### config.mk
export PLATFORM = sky130hd
export DESIGN_NAME = gpg_gate_ctrl
export DESIGN_NICKNAME = d
export VERILOG_FILES = /design/src/gpg_gate_ctrl.v
export VERILOG_INCLUDE_DIRS = /design/src /design/src/src
export SDC_FILE = /design/constraint.sdc
export NUM_CORES = 1
export LEC_CHECK = 0
export ABC_AREA = 1
export ABC_CLOCK_PERIOD_IN_PS = 4200
export BUFFER_PORTS_ARGS = -buffer_cell sky130_fd_sc_hd__buf_2
export CAP_MARGIN = 5
export CORE_ASPECT_RATIO = 1.5
export CORE_MARGIN = 5
export CORE_UTILIZATION = 55
export DETAILED_ROUTE_END_ITERATION = 10
export PLACE_DENSITY = 0.83
export SETUP_SLACK_MARGIN = 0.4
export SLEW_MARGIN = 20
export SYNTH_ARGS = -nofsm -noshare
export SYNTH_HDL_FRONTEND = slang
export SYNTH_SLANG_ARGS = --single-unit
### constraint.sdc
create_clock -name pclk -period 4.2 [get_ports pclk]
set_input_delay 0.21 -clock pclk [delete_from_list [all_inputs] [get_ports pclk]]
set_output_delay 0.21 -clock pclk [all_outputs]
set_load 0.02 [all_outputs]
### src/gpg_defs.vh
// Register indices, field positions and reset values of the gate control
`ifndef GPG_DEFS_VH
`define GPG_DEFS_VH

// Register indices; byte address is four times the index
`define GPG_ACK_A_IDX      7'h02
`define GPG_ACK_B_IDX      7'h03
`define GPG_IN_STAT_IDX    7'h02
`define GPG_OUT_STAT_IDX   7'h03
`define GPG_CNT_STAT_IDX   7'h04
`define GPG_CMD0_IDX       7'h06
`define GPG_CMD1_IDX       7'h07
`define GPG_MODE0_IDX      7'h1a
`define GPG_MODE1_IDX      7'h1b
`define GPG_JOINT1_IDX     7'h1b
`define GPG_INSEL0_IDX     7'h24
`define GPG_INSEL1_IDX     7'h25
`define GPG_IRQ_EN_A_IDX   7'h49
`define GPG_SEC_EN_A_IDX   7'h4a
`define GPG_IRQ_EN_B_IDX   7'h4b
`define GPG_SEC_EN_B_IDX   7'h4c

// Command word fields
`define GPG_ARM_BIT        0
`define GPG_DISARM_BIT     4
`define GPG_DISARM_CP_BIT  15

// Acknowledge word fields
`define GPG_FCLR_A_BIT     5
`define GPG_FCLR_B_BIT     1
`define GPG_IRQ_CLR_BIT    15

// Enable word fields
`define GPG_EN_A_BIT       8
`define GPG_EN_B_BIT       10

// Status fields (counter 0; counter 1 is one higher, but its irq bit is bit 2 of the output side word)
`define GPG_COUNTING_BIT   2
`define GPG_ARMED_BIT      8
`define GPG_FAULT_BIT      14
`define GPG_IRQ_ST_BIT     2
`define GPG_GATE_ST_BIT    2

// Mode word fields
`define GPG_MODE_LSB       0
`define GPG_DUAL_BIT       2
`define GPG_INVERT_BIT     13
`define GPG_MODE_OFF       2'h0
`define GPG_MODE_LEVEL     2'h1
`define GPG_MODE_EDGE_A    2'h2
`define GPG_MODE_EDGE_B    2'h3

// Input select fields
`define GPG_SRC_LSB        7
`define GPG_PRESET_BIT     12

// Reset values
`define GPG_WORD_RST       16'h0000

`endif

### src/gpg_gate_ctrl.v
// Gate control and status for two general-purpose counters, APB slave
//
// Operation
// - Counting status shows, while armed, whether a counter counts.
// - Disarm strobe or its copy in the other command word disarms.
// - A gate acknowledge latency error sets a sticky fault flag.
// - The fault clear strobe in the acknowledge word clears that flag.
// - Gate irq clear strobe clears the gate irq flag and its request.
// - Primary gate irq enable gates the request in the primary bank.
// - Irq on stop edge for level gating, every start edge for edge.
// - Secondary enable routes the same request to the second bank.
// - Gate irq flag reads in the input side status word for counter 0, output side for counter 1.
// - Dual edge mode bit makes both gate edges act.
// - Gate invert bit turns the gate to active low before use.
// - Five-bit source field picks pin, trigger or internal signal.
// - Under level gating, level picks preset: active selects A, inactive selects B.
// - Gate level flag shows the gate after polarity.
// - Gating mode field: off, level, or edge on opposite edges.
// - Arm strobe arms the counter until it is disarmed.
`timescale 1ns/1ns
`include "gpg_defs.vh"

module gpg_gate_ctrl (
  // Clock, reset, enable
  input  wire        pclk,
  input  wire        presetn,
  input  wire        ce,
  // APB slave
  input  wire        psel,
  input  wire        penable,
  input  wire        pwrite,
  input  wire [11:0] paddr,
  input  wire [31:0] pwdata,
  output reg  [31:0] prdata,
  output wire        pready,
  output reg         pslverr,
  // Gate sources from pins and other domains
  input  wire [9:0]  programmable_function_pin,
  input  wire [6:0]  system_sync_trigger_line,
  input  wire        acquisition_second_start,
  input  wire        update_two_terminal_count,
  input  wire        acquisition_first_start,
  // Counter core, same clock
  input  wire [1:0]  counter_terminal_count,
  input  wire [1:0]  gate_ack_late,
  input  wire [1:0]  hw_disarm,
  input  wire [1:0]  next_load_b,
  // Counter state out
  output wire [1:0]  armed_flag,
  output wire [1:0]  counting_flag,
  output wire [1:0]  gate_level_flag,
  output wire [1:0]  gate_event,
  output wire [1:0]  load_sel_b,
  output wire [1:0]  gate_irq_primary,
  output wire [1:0]  gate_irq_secondary
);

  // Gate multiplexer; unused codes and code 31 give a low gate
  function src_pick;
    input [4:0]  sel;
    input [19:0] ext;
    input        other_tc;
    begin
      if (sel >= 5'h01 && sel <= 5'h11) begin
        src_pick = ext[sel - 5'h01];
      end else if (sel == 5'h12) begin
        src_pick = ext[17];
      end else if (sel == 5'h13) begin
        src_pick = ext[18];
      end else if (sel == 5'h14) begin
        src_pick = other_tc;
      end else if (sel == 5'h15) begin
        src_pick = ext[19];
      end else begin
        src_pick = 1'b0;
      end
    end
  endfunction

  // Stored configuration
  reg  [31:0] mode_q;
  reg  [31:0] insel_q;
  reg  [1:0]  en_pri_q;
  reg  [1:0]  en_sec_q;
  // Bus phase tracking
  reg         taken_q;
  // Source synchroniser
  reg  [19:0] meta_q;
  reg  [19:0] sync_q;

  wire [6:0]  idx;
  wire        aligned;
  wire        wr_go;
  wire [15:0] wd;
  wire        wr_cmd0;
  wire        wr_cmd1;
  wire        wr_ack_a;
  wire        wr_ack_b;
  wire [1:0]  arm_stb;
  wire [1:0]  disarm_stb;
  wire [1:0]  fault_clr;
  wire [1:0]  irq_clr;
  wire [1:0]  fault_flag;
  wire [1:0]  irq_flag;
  reg         hit;
  reg  [15:0] rd_word;

  assign idx     = paddr[8:2];
  assign aligned = (paddr[11:9] == 3'h0) && (paddr[1:0] == 2'h0);
  assign wd      = pwdata[15:0];

  // Ready only once the setup phase was seen with the clock enabled,
  // so a frozen block stretches the access instead of losing it
  assign pready  = ce & taken_q;
  assign wr_go   = psel & penable & pready & pwrite & aligned;

  assign wr_cmd0  = wr_go && (idx == `GPG_CMD0_IDX);
  assign wr_cmd1  = wr_go && (idx == `GPG_CMD1_IDX);
  assign wr_ack_a = wr_go && (idx == `GPG_ACK_A_IDX);
  assign wr_ack_b = wr_go && (idx == `GPG_ACK_B_IDX);

  // Strobes live one cycle and are never stored
  assign arm_stb[0]    = wr_cmd0 & wd[`GPG_ARM_BIT];
  assign arm_stb[1]    = wr_cmd1 & wd[`GPG_ARM_BIT];
  assign disarm_stb[0] = (wr_cmd0 & wd[`GPG_DISARM_BIT])
                       | (wr_cmd1 & wd[`GPG_DISARM_CP_BIT]);
  assign disarm_stb[1] = (wr_cmd1 & wd[`GPG_DISARM_BIT])
                       | (wr_cmd0 & wd[`GPG_DISARM_CP_BIT]);
  assign fault_clr[0]  = wr_ack_a & wd[`GPG_FCLR_A_BIT];
  assign fault_clr[1]  = wr_ack_b & wd[`GPG_FCLR_B_BIT];
  assign irq_clr[0]    = wr_ack_a & wd[`GPG_IRQ_CLR_BIT];
  assign irq_clr[1]    = wr_ack_b & wd[`GPG_IRQ_CLR_BIT];

  // Two flops on every source that comes from outside this clock;
  // only the second rank is read, the first may still be settling
  always @(posedge pclk or negedge presetn) begin
    if (!presetn) begin
      meta_q <= 20'h00000;
      sync_q <= 20'h00000;
    end else if (ce) begin
      meta_q <= {acquisition_first_start, update_two_terminal_count,
                 acquisition_second_start, system_sync_trigger_line,
                 programmable_function_pin};
      sync_q <= meta_q;
    end
  end

  // Configuration writes
  always @(posedge pclk or negedge presetn) begin
    if (!presetn) begin
      mode_q   <= {`GPG_WORD_RST, `GPG_WORD_RST};
      insel_q  <= {`GPG_WORD_RST, `GPG_WORD_RST};
      en_pri_q <= 2'h0;
      en_sec_q <= 2'h0;
    end else if (wr_go) begin
      case (idx)
        `GPG_MODE0_IDX:    mode_q[15:0]   <= wd;
        `GPG_MODE1_IDX:    mode_q[31:16]  <= wd;
        `GPG_INSEL0_IDX:   insel_q[15:0]  <= wd;
        `GPG_INSEL1_IDX:   insel_q[31:16] <= wd;
        `GPG_IRQ_EN_A_IDX: en_pri_q[0] <= wd[`GPG_EN_A_BIT];
        `GPG_IRQ_EN_B_IDX: en_pri_q[1] <= wd[`GPG_EN_B_BIT];
        `GPG_SEC_EN_A_IDX: en_sec_q[0] <= wd[`GPG_EN_A_BIT];
        `GPG_SEC_EN_B_IDX: en_sec_q[1] <= wd[`GPG_EN_B_BIT];
        default: ;
      endcase
    end
  end

  // Read decode; write-only words read as zero
  // Mode word 1 shares its index with the joint status, which wins
  always @* begin
    hit     = 1'b1;
    rd_word = 16'h0000;
    case (idx)
      `GPG_IN_STAT_IDX:
        rd_word[`GPG_IRQ_ST_BIT] = irq_flag[0];
      `GPG_OUT_STAT_IDX:
        rd_word[`GPG_IRQ_ST_BIT] = irq_flag[1];
      `GPG_CNT_STAT_IDX: begin
        rd_word[`GPG_COUNTING_BIT +: 2] = counting_flag;
        rd_word[`GPG_ARMED_BIT +: 2]    = armed_flag;
        rd_word[`GPG_FAULT_BIT +: 2]    = fault_flag;
      end
      `GPG_JOINT1_IDX:
        rd_word[`GPG_GATE_ST_BIT +: 2] = gate_level_flag;
      `GPG_CMD0_IDX, `GPG_CMD1_IDX, `GPG_MODE0_IDX,
      `GPG_INSEL0_IDX, `GPG_INSEL1_IDX, `GPG_IRQ_EN_A_IDX,
      `GPG_SEC_EN_A_IDX, `GPG_IRQ_EN_B_IDX, `GPG_SEC_EN_B_IDX:
        rd_word = 16'h0000;
      default:
        hit = 1'b0;
    endcase
    if (!aligned) begin
      hit = 1'b0;
    end
  end

  // Bus answer is captured in the setup phase and shown in the access
  always @(posedge pclk or negedge presetn) begin
    if (!presetn) begin
      taken_q <= 1'b0;
      prdata  <= 32'h00000000;
      pslverr <= 1'b0;
    end else if (ce) begin
      // A setup cycle that fell while frozen is caught up in the access
      // phase; keying on penable alone would leave that access hanging
      if (psel && !taken_q) begin
        taken_q <= 1'b1;
        prdata  <= pwrite ? 32'h00000000 : {16'h0000, rd_word};
        pslverr <= ~hit;
      end else if (psel && penable) begin
        taken_q <= 1'b0;
      end
    end
  end

  // Per-counter gate logic
  genvar g;
  generate
    for (g = 0; g < 2; g = g + 1) begin : gc
      wire [15:0] md;
      wire [1:0]  gmode;
      wire        dual;
      wire        raw;
      wire        act;
      wire        rise;
      wire        fall;
      wire        lvl;
      wire        edg;
      wire        start_ev;
      wire        stop_ev;
      wire        irq_ev;
      reg         prev_q;
      reg         armed_q;
      reg         run_q;
      reg         fault_q;
      reg         irq_q;

      assign md    = mode_q[16*g +: 16];
      assign gmode = md[`GPG_MODE_LSB +: 2];
      assign dual  = md[`GPG_DUAL_BIT];
      assign raw   = src_pick(insel_q[16*g + `GPG_SRC_LSB +: 5], sync_q,
                              counter_terminal_count[1-g]);
      assign act   = raw ^ md[`GPG_INVERT_BIT];
      assign rise  = act & ~prev_q;
      assign fall  = ~act & prev_q;
      assign lvl   = (gmode == `GPG_MODE_LEVEL);
      assign edg   = (gmode == `GPG_MODE_EDGE_A)
                   | (gmode == `GPG_MODE_EDGE_B);

      // Edge mode A starts on the active-going edge, mode B on the
      // opposite one; invert already folded into act
      assign start_ev = lvl ? rise
                      : (gmode == `GPG_MODE_EDGE_A) ? rise : fall;
      assign stop_ev  = lvl ? fall
                      : (gmode == `GPG_MODE_EDGE_A) ? fall : rise;

      // Stop edge under level gating, start edge under edge gating,
      // and the other edge too when dual-edge is on
      assign irq_ev = lvl ? (stop_ev | (dual & start_ev))
                    : edg ? (start_ev | (dual & stop_ev))
                    : 1'b0;

      // Gate edge history; resets to the idle low level of the gate so
      // no false edge shows right after reset with default polarity
      always @(posedge pclk or negedge presetn) begin
        if (!presetn) begin
          prev_q <= 1'b0;
        end else if (ce) begin
          prev_q <= act;
        end
      end

      // Arm state; a disarm in the same write as an arm wins, so a
      // mixed write can never leave a counter armed
      always @(posedge pclk or negedge presetn) begin
        if (!presetn) begin
          armed_q <= 1'b0;
        end else if (ce) begin
          if (disarm_stb[g] || hw_disarm[g]) begin
            armed_q <= 1'b0;
          end else if (arm_stb[g]) begin
            armed_q <= 1'b1;
          end
        end
      end

      // Edge gating run state: start edge runs, stop edge halts only
      // when dual-edge is on; single-edge keeps running once started
      always @(posedge pclk or negedge presetn) begin
        if (!presetn) begin
          run_q <= 1'b0;
        end else if (ce) begin
          if (!armed_q) begin
            run_q <= 1'b0;
          end else if (edg && start_ev) begin
            run_q <= 1'b1;
          end else if (edg && dual && stop_ev) begin
            run_q <= 1'b0;
          end
        end
      end

      // Sticky flags; a new event beats a clear in the same cycle,
      // so an event in the clearing cycle is never lost
      always @(posedge pclk or negedge presetn) begin
        if (!presetn) begin
          fault_q <= 1'b0;
          irq_q   <= 1'b0;
        end else if (ce) begin
          if (gate_ack_late[g]) begin
            fault_q <= 1'b1;
          end else if (fault_clr[g]) begin
            fault_q <= 1'b0;
          end
          if (irq_ev) begin
            irq_q <= 1'b1;
          end else if (irq_clr[g]) begin
            irq_q <= 1'b0;
          end
        end
      end

      assign armed_flag[g]      = armed_q;
      // Level gating counts while active; with gating off it always runs
      assign counting_flag[g]   = armed_q & (lvl ? act
                                : edg ? run_q : 1'b1);
      assign gate_level_flag[g] = act;
      // Qualified by the enable so a frozen block shows each event once
      assign gate_event[g]      = irq_ev & ce;
      assign fault_flag[g]      = fault_q;
      assign irq_flag[g]        = irq_q;
      // Gate level chooses the preset only under level gating; the
      // alternation from the core is then overridden
      assign load_sel_b[g] = (lvl & insel_q[16*g + `GPG_PRESET_BIT])
                           ? ~act : next_load_b[g];
      assign gate_irq_primary[g]   = irq_q & en_pri_q[g];
      assign gate_irq_secondary[g] = irq_q & en_sec_q[g];
    end
  endgenerate

endmodule // gpg_gate_ctrl

---- Word level (Yosys, flattened, before mapping) ----
Cells that the tools add are included.
operators by class
  mux-type cells .......................... 59
  reductions and logical operators ........ 46
  add/subtract/negate cells ............... 2
  bitwise logic cells ..................... 48
  magnitude comparators ................... 6
  equal/unequal tests ..................... 29
operators with widths
  kind                                                                           count
  1-bit 2-to-1 mux                                                               52
  5-bit == test (second input constant)                                          8
  2-bit AND reduction                                                            18
  1-bit bitwise AND                                                              33
  7-bit == test (second input constant)                                          4
  7-bit by 3-bit == test with 1-bit output (second input constant)               3
  16-bit 2-to-1 mux                                                              1
  1-bit logical AND                                                              15
  7-bit by 2-bit == test with 1-bit output (second input constant)               2
  7-bit by 5-bit == test with 1-bit output (second input constant)               2
  7-bit by 6-bit == test with 1-bit output (second input constant)               2
  2-bit nonzero test                                                             7
  13-bit OR reduction                                                            1
  5-bit by 6-bit less-than comparator with 1-bit output (second input constant)  2
  1-bit binary-select mux with 5-bit select                                      2
  5-bit by 1-bit >= comparator with 1-bit output (second input constant)         2
  5-bit <= comparator (second input constant)                                    2
  5-bit by 1-bit subtractor with 5-bit output (second input constant)            2
  2-bit == test (second input constant)                                          4
  1-bit bitwise OR                                                               8
  3-bit by 1-bit inequality test with 1-bit output (second input constant)       2
  1-bit inverter                                                                 5
  2-bit by 1-bit == test with 1-bit output (second input constant)               2
  2-bit 2-to-1 mux                                                               2
  other kinds (7)                                                                9
storage, ports and cells
  output and inout bits ................... 48
  input bits .............................. 78
  flip-flop bits (word level) ............. 142

---- Longest topological paths before layout ----
  word-level depth ........................ 17
  mapped depth ............................ 21

---- Worst setup path before layout ----
OpenSTA, ideal clock, no wires.
  path type ............................... register to output
  start point ............................. register insel_q[23]
  end point ............................... output load_sel_b[1]
  data arrival time ....................... 2.154 ns
  setup slack ............................. 1.836 ns
  path buffers ............................ 1
  cell stages (with the launch flop) ...... 15
  cells stage by stage .................... dfrtp_1 -> inv_2 -> buf_6 -> ha_1 -> inv_1 -> nand3_1 -> o21ai_1 -> nand2_1 -> nor2_1 -> nor2_1 -> nand2_2 -> nand2_2 -> nand2_4 -> nand2_4 -> o21ai_0
between the ends
  word-level cells in the longest chain between the ends .. 9
RTL lines
  what                                                                                                 line                 source
  from (decl)                                                                                          gpg_gate_ctrl.v:82   reg [31:0] insel_q;
  from (signal assigned)                                                                               gpg_gate_ctrl.v:152  insel_q <= {`GPG_WORD_RST, `GPG_WORD_RST};
  from (signal assigned)                                                                               gpg_gate_ctrl.v:160  `GPG_INSEL1_IDX: insel_q[31:16] <= wd;
  parallel branches: the longest is 5 deep, another holds 5-bit by 1-bit subtractor with 5-bit output  --
  1-bit 2-to-1 mux *                                                                                   gpg_gate_ctrl.v:64   if (sel >= 5'h01 && sel <= 5'h11) begin
  1-bit bitwise XOR *                                                                                  gpg_gate_ctrl.v:245  assign act = raw ^ md[`GPG_INVERT_BIT];
  via gc[1].act                                                                                        gpg_gate_ctrl.v:226  wire act;
  1-bit inverter *                                                                                     gpg_gate_ctrl.v:337  ? ~act : next_load_b[g];
  1-bit 2-to-1 mux *                                                                                   gpg_gate_ctrl.v:336  assign load_sel_b[g] = (lvl & insel_q[16*g + `GPG_PRESET_BIT])
  to (decl)                                                                                            gpg_gate_ctrl.v:53   output wire [1:0] load_sel_b,
Mark *: on every way through the listed nets, which the timed path passes. The select of a mux whose other input is x is not followed.

---- Worst setup path in the final report ----
  start point ............................. register insel_q[23]
  end point ............................... output gate_event[1]
between the ends
  word-level cells in the longest chain between the ends .. 16
RTL lines
  what                                                                                                 line                 source
  parallel branches: the longest is 5 deep, another holds 5-bit by 1-bit subtractor with 5-bit output  --
  1-bit 2-to-1 mux *                                                                                   gpg_gate_ctrl.v:64
  1-bit bitwise XOR *                                                                                  gpg_gate_ctrl.v:245
  1-bit inverter                                                                                       gpg_gate_ctrl.v:247  assign fall = ~act & prev_q;
  1-bit bitwise AND                                                                                    gpg_gate_ctrl.v:247
  1-bit 2-to-1 mux                                                                                     gpg_gate_ctrl.v:257  : (gmode == `GPG_MODE_EDGE_A) ? fall : rise;
  1-bit 2-to-1 mux                                                                                     gpg_gate_ctrl.v:256  assign stop_ev = lvl ? fall
  1-bit bitwise AND                                                                                    gpg_gate_ctrl.v:262  : edg ? (start_ev | (dual & stop_ev))
  1-bit bitwise OR                                                                                     gpg_gate_ctrl.v:262
  1-bit 2-to-1 mux                                                                                     gpg_gate_ctrl.v:262
  1-bit 2-to-1 mux *                                                                                   gpg_gate_ctrl.v:261  assign irq_ev = lvl ? (stop_ev | (dual & start_ev))
  1-bit bitwise AND *                                                                                  gpg_gate_ctrl.v:331  assign gate_event[g] = irq_ev & ce;
  to (decl)                                                                                            gpg_gate_ctrl.v:52   output wire [1:0] gate_event,
Every way passes the cells marked *. The select of a mux whose other input is x is not followed.

==> flow_metrics.tcl <==
set metrics [dict create \
    status "completed" \
    r2r_end "gc[1].run_q" \
    setup-tns-final_ps 0 \
    cts_tree "built" \
    crit_path_end_kind "output port" \
    wire_per_inst_um 13.9 \
    fin_crit_ps 3430 \
    ctsRootBufferMaster "clkbuf_16" \
    required_ps 3990 \
    die_area_um2 10900 \
    die_w_um 86.8 \
    overflow 0 \
    holdBufCountCts 0 \
    yosysWarnings 0 \
    r2r_slack_ps 1340 \
    wl_um 11900 \
    finalPower_uw 1870 \
    cts_max_level 3 \
    setup-violations-final 0 \
    worst_pin_slew_ps 721 \
    synth.area.top_cells "dfrtp_1 42%, nand2_1 16%, o21ai_0 7.3%" \
    grt_max_degree 83 \
    place_hpwl_um 8810 \
    clk_pin_slew_worst_paths_ps 60 \
    drive_gt1_frac 0.165 \
    clockPowerShare 0.447 \
    avgSynthCellArea_um2 7.22 \
    io_buffers 80 \
    r2r_cells 18 \
    drc 0 \
    finClkSkew_ps 6.58 \
    p_int_uw 1410 \
    area_growth_pct 13.7 \
    io_pins 126 \
    ys_seq_elements 82 \
    cts.sinks 82 \
    worstReg2RegStart "insel_q[23]" \
    rsz0062_at_grt "false" \
    grt_pass1_wl_um 19700 \
    yosysSeqAreaShare 0.422 \
    coreArea_um2 8720 \
    hold_path.class "in2reg" \
    grt_usage 0.223 \
    cp-startpoint "insel_q[23]" \
    seq_power_share 0.459 \
    max-slew-margin-rel 0.519 \
    crit_fanout 16 \
    grt_pass1_vias 4472 \
    vias 4559 \
    p_per_area_nw_per_um2 339 \
    drtPass1Iterations 5 \
    synth_top_area_share 0.422 \
    final_nets 833 \
    ys_types 37 \
    antenna_cells 0 \
    hold_viol 0 \
    drv_slew 0 \
    fin_crit_sh 0.818 \
    power_switching_uw 464 \
    drv_cap 0 \
    floorplan.initialDensity 0.557 \
    numCtsBuffers 9 \
    avgViaCountPerCell 5.30 \
    postCtsSetupRepairBufs 0 \
    swShare 0.247 \
    start_kind "flop" \
    yosys.area.top_type "dfrtp_1" \
    p_leak_uw 0.00300 \
    worst_slack_ps 765 \
    cts_buffer_depth 2 \
    p_comb_frac 0.093 \
    rows 42 \
    synth_cells 673 \
    die_y_um 125 \
    synth_area_um2 4860 \
    timing.fmax_mhz 291 \
    drt-initial-drc-count 420 \
    cts_resized 0 \
    critPathArrivalTime_ps 3220 \
    critPathKind "reg2out" \
    insertion_delay_ps 340 \
    pre_cts_ws_ps 1260 \
    whs_ps 77.1 \
    endpoint "gate_event[1]" \
    grt_antenna_before_repair 0 \
    ir_worst_vdd_uv 308 \
    place.gp.congestion 0.920 \
    postRouteAntennaNets 0 \
]
[Yosys cell counts, drive strengths merged]
library cell and number:
or2 1, and2 1, nor3 10, nor3b 1, clkinv 1, inv 95, mux2 1, o31ai 1
nand4 6, xor2 1, a32o 2, conb 1, nand3 57, nor4 2, nand3b 2, o21a 2
and3 1, o22ai 2, buf 39, o211ai 3, o21ai 75, a31oi 5, nor2 45, clkbuf 8
a21oi 9, nand2 210, ha 10, dfrtp 82
[critical path, cell delays in order, from the launching register on]
cell,delay (ps)
dfrtp_1,670
inv_2,260
ha_1,460
inv_1,180
nand3_1,90
o21ai_1,70
nand2_1,70
nor2_1,90
nor2_1,50
nand2_2,100
nand2_2,80
nand2_1,60
nand3_1,100
nand2_1,110
nand3_2,80
nand3_1,80
nand2_1,90
inv_1,70
buf_2,150
[power by group through the flow]
| stage | sequential [µW] | clock, µW | combinational (µW) |
|---|---|---|---|
| after global placement | 872 | 0 | 166 |
| after detailed placement | 875 | 0 | 173 |
| after global routing | 865 | 887 | 200 |
| after floorplan | 865 | 0 | 124 |
| final | 861 | 838 | 175 |
| after CTS | 860 | 846 | 174 |
[final cells by class]
| cell class | instances | area [µm²] |
|---|---|---|
| Sequential cell | 82 | 2050 |
| Fill cell | 754 | 3200 |
| Inverter | 96 | 360 |
| Clock buffer | 10 | 229 |
| Clock inverter | 6 | 88.8 |
| Timing Repair Buffer | 83 | 432 |
| Tap cell | 110 | 138 |
| Multi-Input combinational cell | 473 | 2230 |
[kinds of logic after synthesis]
family,synth area share
xor gates and xnor gates,0.00180
DFF,0.422
muxes,0.00232
and+or+nand+nor,0.300
other,0.000771
adders and majority gates,0.0257
buffers and inverters,0.139
AOI/OAI and AO/OA,0.109
[worst min-delay path by stage]
stage                                       startpoint  cells past startpoint       endpoint  slack, ps
after detailed placement  programmable_function_pin[5]                      3      meta_q[5]        420
after global placement                gate_ack_late[0]                      3  gc[0].fault_q        410
after CTS                 programmable_function_pin[5]                      3      meta_q[5]         70
after global routing                  gate_ack_late[1]                      3  gc[1].fault_q         80
final                     programmable_function_pin[5]                      3      meta_q[5]         80
after floorplan                                presetn                      0    en_pri_q[0]        -90
[sequential cells by signal, indices dropped and copies added, names as in the netlist, 2 cells and up]
signal and cells:
sync_q 20, en_sec_q 2, gc.run_q 2, gc.irq_q 2, gc.fault_q 2, mode_q 8, meta_q 20, en_pri_q 2
gc.armed_q 2, insel_q 12, gc.prev_q 2, prdata 6
[placed cells by master, fill, tap and decap left out, drive strengths merged, types with 3 or more instances in the layout]
cell and n:
buf 82, clkbuf 10, ha 10, nand3 57
nand2 210, inv 96, o211ai 3, nand4 6
a31oi 5, conb 26, nor3 10, o21ai 75
a21oi 9, nor2 45, dfrtp 82
[per-stage QoR]
step                      instances   util  area [µm²]
after global routing            860  0.634        5530
after CTS                       859  0.632        5510
after floorplan                 698      -        4960
after detailed placement        843  0.596        5200
final                           860  0.634        5530
after global placement          843  0.596        5200
[routing by layer]
layer	GRT usage	vias to the layer above	routed length (µm)
met5	0	-	0
met4	0.109	0	508
met3	0.0415	50	767
met2	0.391	214	6160
met1	0.255	2079	4480
li1	-	2216	-
(Power assumes the default switching activity.)
